`src/hdl/loop_det_consts.svh`:
```
`ifndef LOOP_DET_CONSTS_SVH
`define LOOP_DET_CONSTS_SVH
// clock and time base
`define LD_CLK_NS      5
`define LD_MS_NS       1000000
// times in ms
`define LD_HOLD_MS     3000
`define LD_BL_MS       900000
`define LD_OPER_MS     2000
`define LD_TUNE_MS     1000
`define LD_WARM_MS     30000
`define LD_RESP_MS     96
`define LD_FLASH_MS    (1000/6)
`define LD_DEB_MS      10
`define LD_PULSE_MS    250
// register byte offsets
`define LD_CTRL_OFS    8'h00
`define LD_STAT_OFS    8'h04
`define LD_VCNT_OFS    8'h08
`define LD_FCNT_OFS    8'h0c
`define LD_ISTA_OFS    8'h10
`define LD_IMSK_OFS    8'h14
// control fields
`define LD_POL_BIT     0
`define LD_MULTI_BIT   1
`define LD_PROG_BIT    2
`define LD_SENS_LO     3
`define LD_SENS_HI     6
`define LD_FREQ_LO     7
`define LD_FREQ_HI     9
`define LD_CLR_BIT     10
// reset values and limits
`define LD_SENS_RST    4'h6
`define LD_FREQ_RST    3'h0
`define LD_SENS_MAX    4'h9
`define LD_VCNT_MAX    17'h1869f
`define LD_IND_MIN     16'h0014
`define LD_IND_MAX     16'h09c4
`define LD_THR_MUL     7'h69
`define LD_THR_SH      5'h0b
// interrupt bits
`define LD_IRQ_FAULT   0
`define LD_IRQ_VEH     1
`define LD_IRQ_READY   2
`endif

```
`src/hdl/loop_det_pkg.sv`:
```
package loop_det_pkg;
  // detector life cycle, one-hot
  typedef enum logic [2:0] {
    ST_TUNE = 3'b001,
    ST_WARM = 3'b010,
    ST_RUN  = 3'b100
  } det_state_t;

  // one wishbone request as sampled
  typedef struct packed {
    logic [7:0]  adr;
    logic [31:0] dat;
    logic        we;
    logic        req;
  } wb_req_t;

  // status word layout
  typedef struct packed {
    logic       flash;
    logic       flt_high;
    logic       flt_low;
    logic       fault;
    logic       gate;
    logic       call;
    logic [2:0] state;
  } stat_t;
endpackage

```
`src/hdl/loop_detector_supervisor.sv`:
```
// The Wishbone interface to the registers and the register addresses are this design's own decisions.
`timescale 1ns/10ps
`include "loop_det_consts.svh"
module loop_detector_supervisor #(
  parameter int unsigned MS_CYCLES = `LD_MS_NS / `LD_CLK_NS
) (
  input  wire logic        CLK_IN,       // 200 MHz clock
  input  wire logic        RST_B_IN,     // power-on reset, low
  input  wire logic        GATE_IN,      // gate control pin
  input  wire logic [2:0]  BTN_IN,       // buttons, bit 0 function
  input  wire logic [15:0] IND_IN,       // loop inductance sample
  input  wire logic        IND_VALID_IN, // sample strobe
  input  wire logic        WB_CYC_IN,    // wishbone cycle
  input  wire logic        WB_STB_IN,    // wishbone strobe
  input  wire logic        WB_WE_IN,     // wishbone write
  input  wire logic [7:0]  WB_ADR_IN,    // byte address
  input  wire logic [3:0]  WB_SEL_IN,    // byte lanes
  input  wire logic [31:0] WB_DAT_IN,    // write data
  output logic [31:0]      WB_DAT_OUT,   // read data
  output logic             WB_ACK_OUT,   // acknowledge
  output logic             CALL_OUT,     // call relay
  output logic             COUNT_OUT,    // count relay pulse
  output logic             LED_OUT,      // detect indicator
  output logic             BACKLIGHT_OUT,// display backlight
  output logic             FAULT_OUT,    // loop fail message
  output logic             FAULT_LOW_OUT,// fault_low_indication
  output logic             FAULT_HIGH_OUT,// fault_high_indication
  output logic             READY_OUT,    // tuned and operating
  output logic             IRQ_OUT       // interrupt level
);
  localparam int unsigned MS_W = $clog2(MS_CYCLES + 1);

  // ms time base shared by every timer
  logic [MS_W-1:0] ms_cnt_ff;
  wire             tick = (ms_cnt_ff == MS_W'(MS_CYCLES - 1));
  always_ff @(posedge CLK_IN or negedge RST_B_IN) begin
    if (!RST_B_IN) ms_cnt_ff <= '0;
    else ms_cnt_ff <= tick ? '0 : ms_cnt_ff + 1'b1;
  end

  // three-stage sync, then stable for the debounce time
  wire  [3:0] raw = {BTN_IN, GATE_IN};
  logic [3:0] s1_ff, s2_ff, s3_ff, deb_ff;
  always_ff @(posedge CLK_IN or negedge RST_B_IN) begin
    if (!RST_B_IN) begin
      s1_ff <= '0;
      s2_ff <= '0;
      s3_ff <= '0;
    end else begin
      s1_ff <= raw;
      s2_ff <= s1_ff;
      s3_ff <= s2_ff;
    end
  end
  for (genvar i = 0; i < 4; i++) begin : g_deb
    logic [3:0] dcnt_ff;
    wire        settle = (s2_ff[i] == s3_ff[i]) && (s3_ff[i] != deb_ff[i]);
    always_ff @(posedge CLK_IN or negedge RST_B_IN) begin
      if (!RST_B_IN) begin
        dcnt_ff   <= '0;
        deb_ff[i] <= 1'b0;
      end else if (!settle) begin
        dcnt_ff <= '0;
      end else if (tick) begin
        if (dcnt_ff == 4'(`LD_DEB_MS - 1)) begin
          deb_ff[i] <= s3_ff[i];
          dcnt_ff   <= '0;
        end else begin
          dcnt_ff <= dcnt_ff + 1'b1;
        end
      end
    end
  end

  // register state
  logic        pol_ff, multi_ff, prog_ff;
  logic [3:0]  sens_ff;
  logic [2:0]  freq_ff;
  logic [2:0]  ista_ff, imsk_ff;
  logic [16:0] vcnt_ff;
  logic [15:0] fcnt_ff;

  // wishbone decode, writes land on the edge that sees ack
  loop_det_pkg::wb_req_t rq;
  assign rq = '{adr: WB_ADR_IN, dat: WB_DAT_IN, we: WB_WE_IN, req: WB_CYC_IN & WB_STB_IN};
  wire        wr     = rq.req & rq.we & WB_ACK_OUT & WB_SEL_IN[0];
  wire        wr_hi  = rq.req & rq.we & WB_ACK_OUT & WB_SEL_IN[1];
  wire        wr_ctl = wr & (rq.adr == `LD_CTRL_OFS);
  wire [3:0]  w_sens = rq.dat[`LD_SENS_HI:`LD_SENS_LO];
  wire [2:0]  w_freq = rq.dat[`LD_FREQ_HI:`LD_FREQ_LO];
  wire        sens_ok = (w_sens != 4'h0) && (w_sens <= `LD_SENS_MAX);
  wire        sens_wr = wr_ctl & wr_hi & sens_ok;
  wire        freq_wr = wr_ctl & wr_hi;
  wire        set_chg = (sens_wr & (w_sens != sens_ff)) | (freq_wr & (w_freq != freq_ff));
  wire        cnt_clr = wr_ctl & wr_hi & rq.dat[`LD_CLR_BIT];
  wire        ista_wr = wr & (rq.adr == `LD_ISTA_OFS);
  wire        imsk_wr = wr & (rq.adr == `LD_IMSK_OFS);

  // control register; illegal sensitivity codes are ignored
  always_ff @(posedge CLK_IN or negedge RST_B_IN) begin
    if (!RST_B_IN) begin
      pol_ff   <= 1'b0;
      multi_ff <= 1'b0;
      prog_ff  <= 1'b0;
      sens_ff  <= `LD_SENS_RST;
      freq_ff  <= `LD_FREQ_RST;
      imsk_ff  <= '0;
    end else begin
      if (wr_ctl) begin
        pol_ff   <= rq.dat[`LD_POL_BIT];
        multi_ff <= rq.dat[`LD_MULTI_BIT];
        prog_ff  <= rq.dat[`LD_PROG_BIT];
      end
      if (sens_wr) sens_ff <= w_sens;
      if (freq_wr) freq_ff <= w_freq;
      if (imsk_wr) imsk_ff <= rq.dat[2:0];
    end
  end

  // gate polarity and button edges
  wire       gate_act = deb_ff[0] ^ pol_ff;
  logic [2:0] btn_prev_ff;
  wire  [2:0] press = deb_ff[3:1] & ~btn_prev_ff;
  wire        function_button_held = deb_ff[1] & ~prog_ff;

  // function button hold timer fires one manual reset per hold
  logic [11:0] hold_ff;
  logic        hold_done_ff;
  wire         man_rst = function_button_held & ~hold_done_ff & tick & (hold_ff == 12'(`LD_HOLD_MS - 1));
  always_ff @(posedge CLK_IN or negedge RST_B_IN) begin
    if (!RST_B_IN) begin
      btn_prev_ff  <= '0;
      hold_ff      <= '0;
      hold_done_ff <= 1'b0;
    end else begin
      btn_prev_ff <= deb_ff[3:1];
      if (!function_button_held) begin
        hold_ff      <= '0;
        hold_done_ff <= 1'b0;
      end else if (man_rst) begin
        hold_done_ff <= 1'b1;
      end else if (tick && !hold_done_ff) begin
        hold_ff <= hold_ff + 1'b1;
      end
    end
  end
  wire det_rst = man_rst | set_chg;

  // backlight from any press, 15 minute idle timeout
  logic [19:0] bl_ff;
  wire         any_press = |press;
  always_ff @(posedge CLK_IN or negedge RST_B_IN) begin
    if (!RST_B_IN) begin
      bl_ff         <= '0;
      BACKLIGHT_OUT <= 1'b0;
    end else begin
      if (any_press) bl_ff <= 20'(`LD_BL_MS);
      else if (tick && bl_ff != '0) bl_ff <= bl_ff - 1'b1;
      BACKLIGHT_OUT <= any_press | (bl_ff != '0);
    end
  end

  // latest inductance sample
  logic [15:0] ind_ff, ref_ff;
  logic        meas_ff, ref_ok_ff;
  always_ff @(posedge CLK_IN or negedge RST_B_IN) begin
    if (!RST_B_IN) begin
      ind_ff  <= '0;
      meas_ff <= 1'b0;
    end else if (IND_VALID_IN) begin
      ind_ff  <= IND_IN;
      meas_ff <= 1'b1;
    end
  end

  // tune, warm-up, run; reference taken during tuning
  loop_det_pkg::det_state_t st_ff;
  logic [14:0] st_tmr_ff;
  wire         tune_end = tick && st_tmr_ff >= 15'(`LD_TUNE_MS - 1) && ref_ok_ff;
  wire         warm_end = tick && st_tmr_ff == 15'(`LD_WARM_MS - 1);
  always_ff @(posedge CLK_IN or negedge RST_B_IN) begin
    if (!RST_B_IN) begin
      st_ff     <= loop_det_pkg::ST_TUNE;
      st_tmr_ff <= '0;
      ref_ff    <= '0;
      ref_ok_ff <= 1'b0;
    end else if (det_rst) begin
      st_ff     <= loop_det_pkg::ST_TUNE;
      st_tmr_ff <= '0;
      ref_ok_ff <= 1'b0;
    end else begin
      unique case (st_ff)
        loop_det_pkg::ST_TUNE: begin
          if (IND_VALID_IN) begin
            ref_ff    <= IND_IN;
            ref_ok_ff <= 1'b1;
          end
          if (tune_end) begin
            st_ff     <= loop_det_pkg::ST_WARM;
            st_tmr_ff <= '0;
          end else if (tick && st_tmr_ff < 15'(`LD_OPER_MS)) begin
            st_tmr_ff <= st_tmr_ff + 1'b1;
          end
        end
        loop_det_pkg::ST_WARM: begin
          if (warm_end) st_ff <= loop_det_pkg::ST_RUN;
          if (tick) st_tmr_ff <= st_tmr_ff + 1'b1;
        end
        loop_det_pkg::ST_RUN: st_tmr_ff <= '0;
        default: st_ff <= loop_det_pkg::ST_TUNE;
      endcase
    end
  end
  wire operating = ~st_ff[0];

  // loop fault: range always, +-25% once a reference exists
  wire [15:0] quarter  = {2'b00, ref_ff[15:2]};
  wire        flt_low  = meas_ff & ((ind_ff < `LD_IND_MIN) | (ref_ok_ff & (ind_ff < ref_ff - quarter)));
  wire        flt_high = meas_ff & ((ind_ff > `LD_IND_MAX) |
                         (ref_ok_ff & ({1'b0, ind_ff} > {1'b0, ref_ff} + {1'b0, quarter})));
  wire        fault    = flt_low | flt_high;
  logic       fault_q_ff;
  wire        fault_rise = fault & ~fault_q_ff;

  // threshold: 2.56% of reference, halved per level, coarser in warm-up
  wire [22:0] thr_full = ref_ff * `LD_THR_MUL;
  wire [4:0]  thr_sh   = `LD_THR_SH + {1'b0, sens_ff} - {4'h0, st_ff[1]};
  wire [22:0] thr      = thr_full >> thr_sh;
  wire [15:0] delta    = ref_ff - ind_ff;
  wire        present  = operating & ~fault & (ind_ff < ref_ff) & ({7'h00, delta} > thr);

  // presence must hold the response time before a call
  logic [6:0] resp_ff;
  logic       det_ff;
  always_ff @(posedge CLK_IN or negedge RST_B_IN) begin
    if (!RST_B_IN) begin
      resp_ff <= '0;
      det_ff  <= 1'b0;
    end else if (!present || det_rst) begin
      resp_ff <= '0;
      det_ff  <= 1'b0;
    end else if (tick) begin
      if (resp_ff == 7'(`LD_RESP_MS - 1)) det_ff <= 1'b1;
      else resp_ff <= resp_ff + 1'b1;
    end
  end

  // vehicle counting; first entry skipped while gate open in multi mode
  logic det_q_ff, first_ff;
  wire  vehicle = det_ff & ~det_q_ff;
  wire  skip    = multi_ff & gate_act & first_ff;
  wire  inc     = vehicle & ~skip;
  always_ff @(posedge CLK_IN or negedge RST_B_IN) begin
    if (!RST_B_IN) begin
      det_q_ff <= 1'b0;
      first_ff <= 1'b1;
      vcnt_ff  <= '0;
    end else begin
      det_q_ff <= det_ff;
      if (!gate_act) first_ff <= 1'b1;
      else if (vehicle && multi_ff) first_ff <= 1'b0;
      if (cnt_clr) vcnt_ff <= '0;
      else if (inc) vcnt_ff <= (vcnt_ff == `LD_VCNT_MAX) ? '0 : vcnt_ff + 1'b1;
    end
  end

  // count relay pulse
  logic [7:0] pulse_ff;
  always_ff @(posedge CLK_IN or negedge RST_B_IN) begin
    if (!RST_B_IN) begin
      pulse_ff  <= '0;
      COUNT_OUT <= 1'b0;
    end else begin
      if (inc) pulse_ff <= 8'(`LD_PULSE_MS);
      else if (tick && pulse_ff != '0) pulse_ff <= pulse_ff - 1'b1;
      COUNT_OUT <= inc | (pulse_ff != '0);
    end
  end

  // fault memory and latched flash; only manual or power reset clears
  logic       flash_ff, ph_ff;
  logic [7:0] ph_tmr_ff;
  always_ff @(posedge CLK_IN or negedge RST_B_IN) begin
    if (!RST_B_IN) begin
      fault_q_ff <= 1'b0;
      fcnt_ff    <= '0;
      flash_ff   <= 1'b0;
      ph_ff      <= 1'b0;
      ph_tmr_ff  <= '0;
    end else begin
      fault_q_ff <= fault;
      if (man_rst) fcnt_ff <= '0;
      else if (fault_rise) fcnt_ff <= fcnt_ff + 1'b1;
      if (fault_rise) flash_ff <= 1'b1;
      else if (man_rst) flash_ff <= 1'b0;
      if (tick) begin
        ph_tmr_ff <= (ph_tmr_ff == 8'(`LD_FLASH_MS - 1)) ? '0 : ph_tmr_ff + 1'b1;
        if (ph_tmr_ff == 8'(`LD_FLASH_MS - 1)) ph_ff <= ~ph_ff;
      end
    end
  end

  // outputs; fail-safe forces a call, message tracks live fault
  always_ff @(posedge CLK_IN or negedge RST_B_IN) begin
    if (!RST_B_IN) begin
      CALL_OUT       <= 1'b0;
      LED_OUT        <= 1'b0;
      FAULT_OUT      <= 1'b0;
      FAULT_LOW_OUT  <= 1'b0;
      FAULT_HIGH_OUT <= 1'b0;
      READY_OUT      <= 1'b0;
    end else begin
      CALL_OUT       <= det_ff | fault;
      LED_OUT        <= flash_ff ? ph_ff : (det_ff | fault);
      FAULT_OUT      <= fault;
      FAULT_LOW_OUT  <= flt_low;
      FAULT_HIGH_OUT <= flt_high & ~flt_low;
      READY_OUT      <= operating;
    end
  end

  // sticky interrupt status, set wins over write-one-clear
  wire [2:0] ev = {operating & ~READY_OUT, inc, fault_rise};
  wire [2:0] w1c = ista_wr ? rq.dat[2:0] : 3'h0;
  always_ff @(posedge CLK_IN or negedge RST_B_IN) begin
    if (!RST_B_IN) begin
      ista_ff <= '0;
      IRQ_OUT <= 1'b0;
    end else begin
      ista_ff <= (ista_ff & ~w1c) | ev;
      IRQ_OUT <= |(((ista_ff & ~w1c) | ev) & imsk_ff);
    end
  end

  // read mux; fault count visible only in programming mode
  loop_det_pkg::stat_t stat;
  assign stat = '{flash: flash_ff, flt_high: FAULT_HIGH_OUT, flt_low: FAULT_LOW_OUT,
                  fault: FAULT_OUT, gate: gate_act, call: CALL_OUT, state: st_ff};
  wire [31:0] ctrl_rd = {22'h0, freq_ff, sens_ff, prog_ff, multi_ff, pol_ff};
  wire [31:0] rd = (rq.adr == `LD_CTRL_OFS) ? ctrl_rd :
                   (rq.adr == `LD_STAT_OFS) ? {23'h0, stat} :
                   (rq.adr == `LD_VCNT_OFS) ? {15'h0, vcnt_ff} :
                   (rq.adr == `LD_FCNT_OFS) ? (prog_ff ? {16'h0, fcnt_ff} : 32'h0) :
                   (rq.adr == `LD_ISTA_OFS) ? {29'h0, ista_ff} :
                   (rq.adr == `LD_IMSK_OFS) ? {29'h0, imsk_ff} : 32'h0;
  always_ff @(posedge CLK_IN or negedge RST_B_IN) begin
    if (!RST_B_IN) begin
      WB_ACK_OUT <= 1'b0;
      WB_DAT_OUT <= '0;
    end else begin
      WB_ACK_OUT <= rq.req & ~WB_ACK_OUT;
      if (rq.req && !WB_ACK_OUT) WB_DAT_OUT <= rd;
    end
  end
endmodule

```
`config.mk`:
```
export PLATFORM = sky130hd
export DESIGN_NAME = loop_detector_supervisor
export DESIGN_NICKNAME = d
export VERILOG_FILES = /design/src/hdl/loop_det_pkg.sv /design/src/hdl/loop_detector_supervisor.sv
export VERILOG_INCLUDE_DIRS = /design/src /design/src/hdl
export SDC_FILE = /design/constraint.sdc
export NUM_CORES = 1
export LEC_CHECK = 0
export ABC_CLOCK_PERIOD_IN_PS = 7200
export BUFFER_PORTS_ARGS = -buffer_cell sky130_fd_sc_hd__clkbuf_2
export CAP_MARGIN = 20
export CORE_MARGIN = 8
export CORE_UTILIZATION = 45
export DETAILED_ROUTE_END_ITERATION = 16
export PLACE_DENSITY_LB_ADDON = 0.12
export SLEW_MARGIN = 0
export SYNTH_ARGS = -nofsm -noshare
export SYNTH_HDL_FRONTEND = slang
export SYNTH_SLANG_ARGS = --single-unit
export TNS_END_PERCENT = 100
```
`constraint.sdc`:
```
create_clock -name CLK_IN -period 7.2 [get_ports CLK_IN]
set_clock_uncertainty 0.2 [all_clocks]
set_input_delay 0.36 -clock CLK_IN [delete_from_list [all_inputs] [get_ports CLK_IN]]
set_output_delay 0.36 -clock CLK_IN [all_outputs]
set_load 0.05 [all_outputs]
```
==> impl_metrics.toml <==
[synth]
yosysUniqueCellTypes = 95
seq_area_frac_synth_pct = 32.98
ys_ff_latch = 242
synth_ff_type = "dfrtp_1"
synth_edf_count = 0
synth.cell_area_um2 = 18380
synthCells = 2081
syn_avg_cell_area_um2 = 8.831
yosysWarnings = 0
synth-async-reset-ratio_pct = 100.0

[timing]
maxSlewViolCount = 0
tns_ns = 0
period_minus_slack_ns = 6.844
hold_viol = 0
max_freq_mhz = 146.1
whs_ns = 0.05659
rsz0062_at_grt = "false"
setup_viol = 0
tightest_slew_ns = 1.138
max_slew_margin_pct = 24.12
layout_setup_ws_ns = 0.3558
finalCritPeriodShare_pct = 95.06

[cells_and_area]
final_common_cell = "dfrtp_1"
area_delta_synth_final_pct = 12.64
utilization_pct = 51.04
fin_cells = 2726
antennaDiodeCount = 0
final_nets = 2444
layout-drive-gt1-share_pct = 11.03
fill_cells = 3792
final_cell_mix = "dfrtp_1 (236), nand2_1 (210), ha_1 (175), inv_1 (152), o21ai_0 (144)"
final_cell_area_um2 = 20700

[route]
wl_um = 47870
first_iter_violations = 1236
route.detailed.drc = 0
antenna_left = 0
firstDrtPassIters = 5
wl_per_cell_um = 17.56
vias = 15596
vias_per_cell = 5.721

[hold_path]
hp-start = "WB_SEL_IN[1]"
hold_class = "in -> reg"

[global_routing]
grt_pass1_vias = 15299
grt_pass1_wl_um = 79470
grt_usage_pct = 20.03
antenna_found_initial = 1
grt_start_max_net_pins = 173
grt-ovfl-total = 0

[clock_tree]
cts.sinks = 242
clock_latency_ns = 0.57
cts_tree = "yes"
htreeDepth = 1
cts.path.max_buffers = 3
clk_pin_slew_ns = 0.06
root_buffer = "clkbuf_16"
cts_buffers = 30

[floorplanning]
die_h_um = 218.1
core_um2 = 40550
dieArea_um2 = 47560
io_pins = 112
start_util_pct = 45.32
rows = 74
die_w_um = 218.1

[setup_path]
crit_required_ns = 7.41
critPathTopFamily = "adder cells"
worst-path-buf-inv = 3
max_stage_delay_ns = 0.55
cp_slowest_cell = "mux4_2"
path_class = "reg -> reg"
crit_path_max_fanout = 9
crit_path_end_kind = "flip-flop"
cp.arrival_ns = 7.06
cp_common_cell = "ha_1"
startpoint = "ref_ff[6]$_DFFE_PN0P_"
startpoint_type = "flip-flop"
r2r_start = "ref_ff[6]$_DFFE_PN0P_"

[placement]
place_ws_ns = 0.2623
dp_hpwl_um = 36010
gp_congestion = 0.9102
placedInstanceArea_um2 = 19290
io_buffers = 73
dp.cells = 2639

[run]
drv_cap = 0

[pwr]
power_leakage_nw = 9.660
p_per_area_nw_per_um2 = 284.1
ir_worst_vdd_v = 0.0001734
power_mw = 5.882

[status]
status = "finished, final reports clean"
worst register-to-register path, delay by kind of cell (launching register included):
kind	cells	cell delay [ns]
buffers and inverters	3	0.26
muxes	2	0.78
DFF	1	0.50
AOI/OAI and AO/OA	8	1.80
and+or+nand+nor	7	0.84
adders and majority gates	6	2.31
registers in the layout (all words and copies together), names as in the netlist, 16 cells and up:
| name | count |
|---|---|
| WB_DAT_OUT | 17 |
| bl_ff | 20 |
| fcnt_ff | 16 |
| g_deb.dcnt_ff | 16 |
| ind_ff | 16 |
| ms_cnt_ff | 18 |
| ref_ff | 16 |
| vcnt_ff | 17 |
worst paths after layout:
kind	end	slack, ns	depth (start not counted)
min in group asynchronous	IRQ_OUT$_DFF_PN0_	0.17	2
hold reg to reg	s2_ff[3]$_DFF_PN0_	0.15	0
max in group asynchronous	bl_ff[1]$_DFFE_PN0P_	5.20	3
hold / removal	vcnt_ff[1]$_DFFE_PN0P_	0.06	3
setup / recovery	resp_ff[0]$_DFFE_PN0P_	0.36	26
setup reg to reg	resp_ff[0]$_DFFE_PN0P_	0.36	26
power breakdown:
part	total [mW]	switching [mW]	internal, mW
registers	1.46	0.0629	1.40
logic	2.91	1.70	1.20
clock network	1.51	0.600	0.915
total	5.88	2.37	3.51
synthesized netlist by cell type (all sizes together) (25+ instances only):
cell type / instances / area, µm²
dfrtp: 238 / 5956
o211ai: 30 / 230.2
nor2: 144 / 545.5
clkbuf: 61 / 229.0
xor2: 42 / 367.9
a21o: 29 / 217.7
and3: 42 / 262.8
o21ai: 150 / 754.5
mux2: 25 / 281.5
inv: 152 / 570.6
nor3: 51 / 255.2
nand3: 84 / 432.9
buf: 27 / 175.2
fa: 26 / 520.5
a21oi: 106 / 534.3
xnor2: 80 / 700.7
nand2: 211 / 794.5
nand2b: 33 / 206.5
ha: 176 / 2202
final cells by class:
class / instances / area [µm²] / share of cell area (%)
timing repair buffer: 133 / 923.4 / 4.461
clock inverter: 14 / 145.1 / 0.7012
clock buffer: 40 / 868.3 / 4.195
inverter: 155 / 581.8 / 2.811
tap: 532 / 665.6 / 3.216
multi-input combinational: 1610 / 11450 / 55.32
sequential: 242 / 6063 / 29.29
routing by layer:
| layer | part of all wire (%) | global-route usage, % | wire length, µm | up-vias |
|---|---|---|---|---|
| li1 | - | - | - | 7613 |
| met1 | 46 | 27.04 | 22210 | 7557 |
| met2 | 46 | 33.22 | 22210 | 361 |
| met3 | 5.2 | 3.148 | 2499 | 63 |
| met4 | 2.0 | 4.993 | 935 | 2 |
| met5 | 0.027 | 0 | 13 | - |
logic make-up (layout without fill, tap and decap cells):
kind of cell             Yosys count  after routing  share of synthesized area (%)
AND/OR/NAND/NOR                  733            733                          20.16
AO/OA/AOI/OAI                    487            487                          17.42
buffers and inverters            243            342                          5.365
flip-flops                       242            242                          32.98
adder cells (fa/ha/maj)          202            202                          14.81
XOR/XNOR                         122            122                          5.814
multiplexers                      51             51                          3.425
other                              1             15                        0.02041
what timing repair did:
action | 4_1_cts | 5_1_grt
setup buffers | 0 | 1
hold buffers | 31 | 0
setup endpoints to repair | 0 | 8
hold endpoints to repair | 122 | 0
gates resized for setup | 0 | 12
Power figures use the tool's default switching activity.
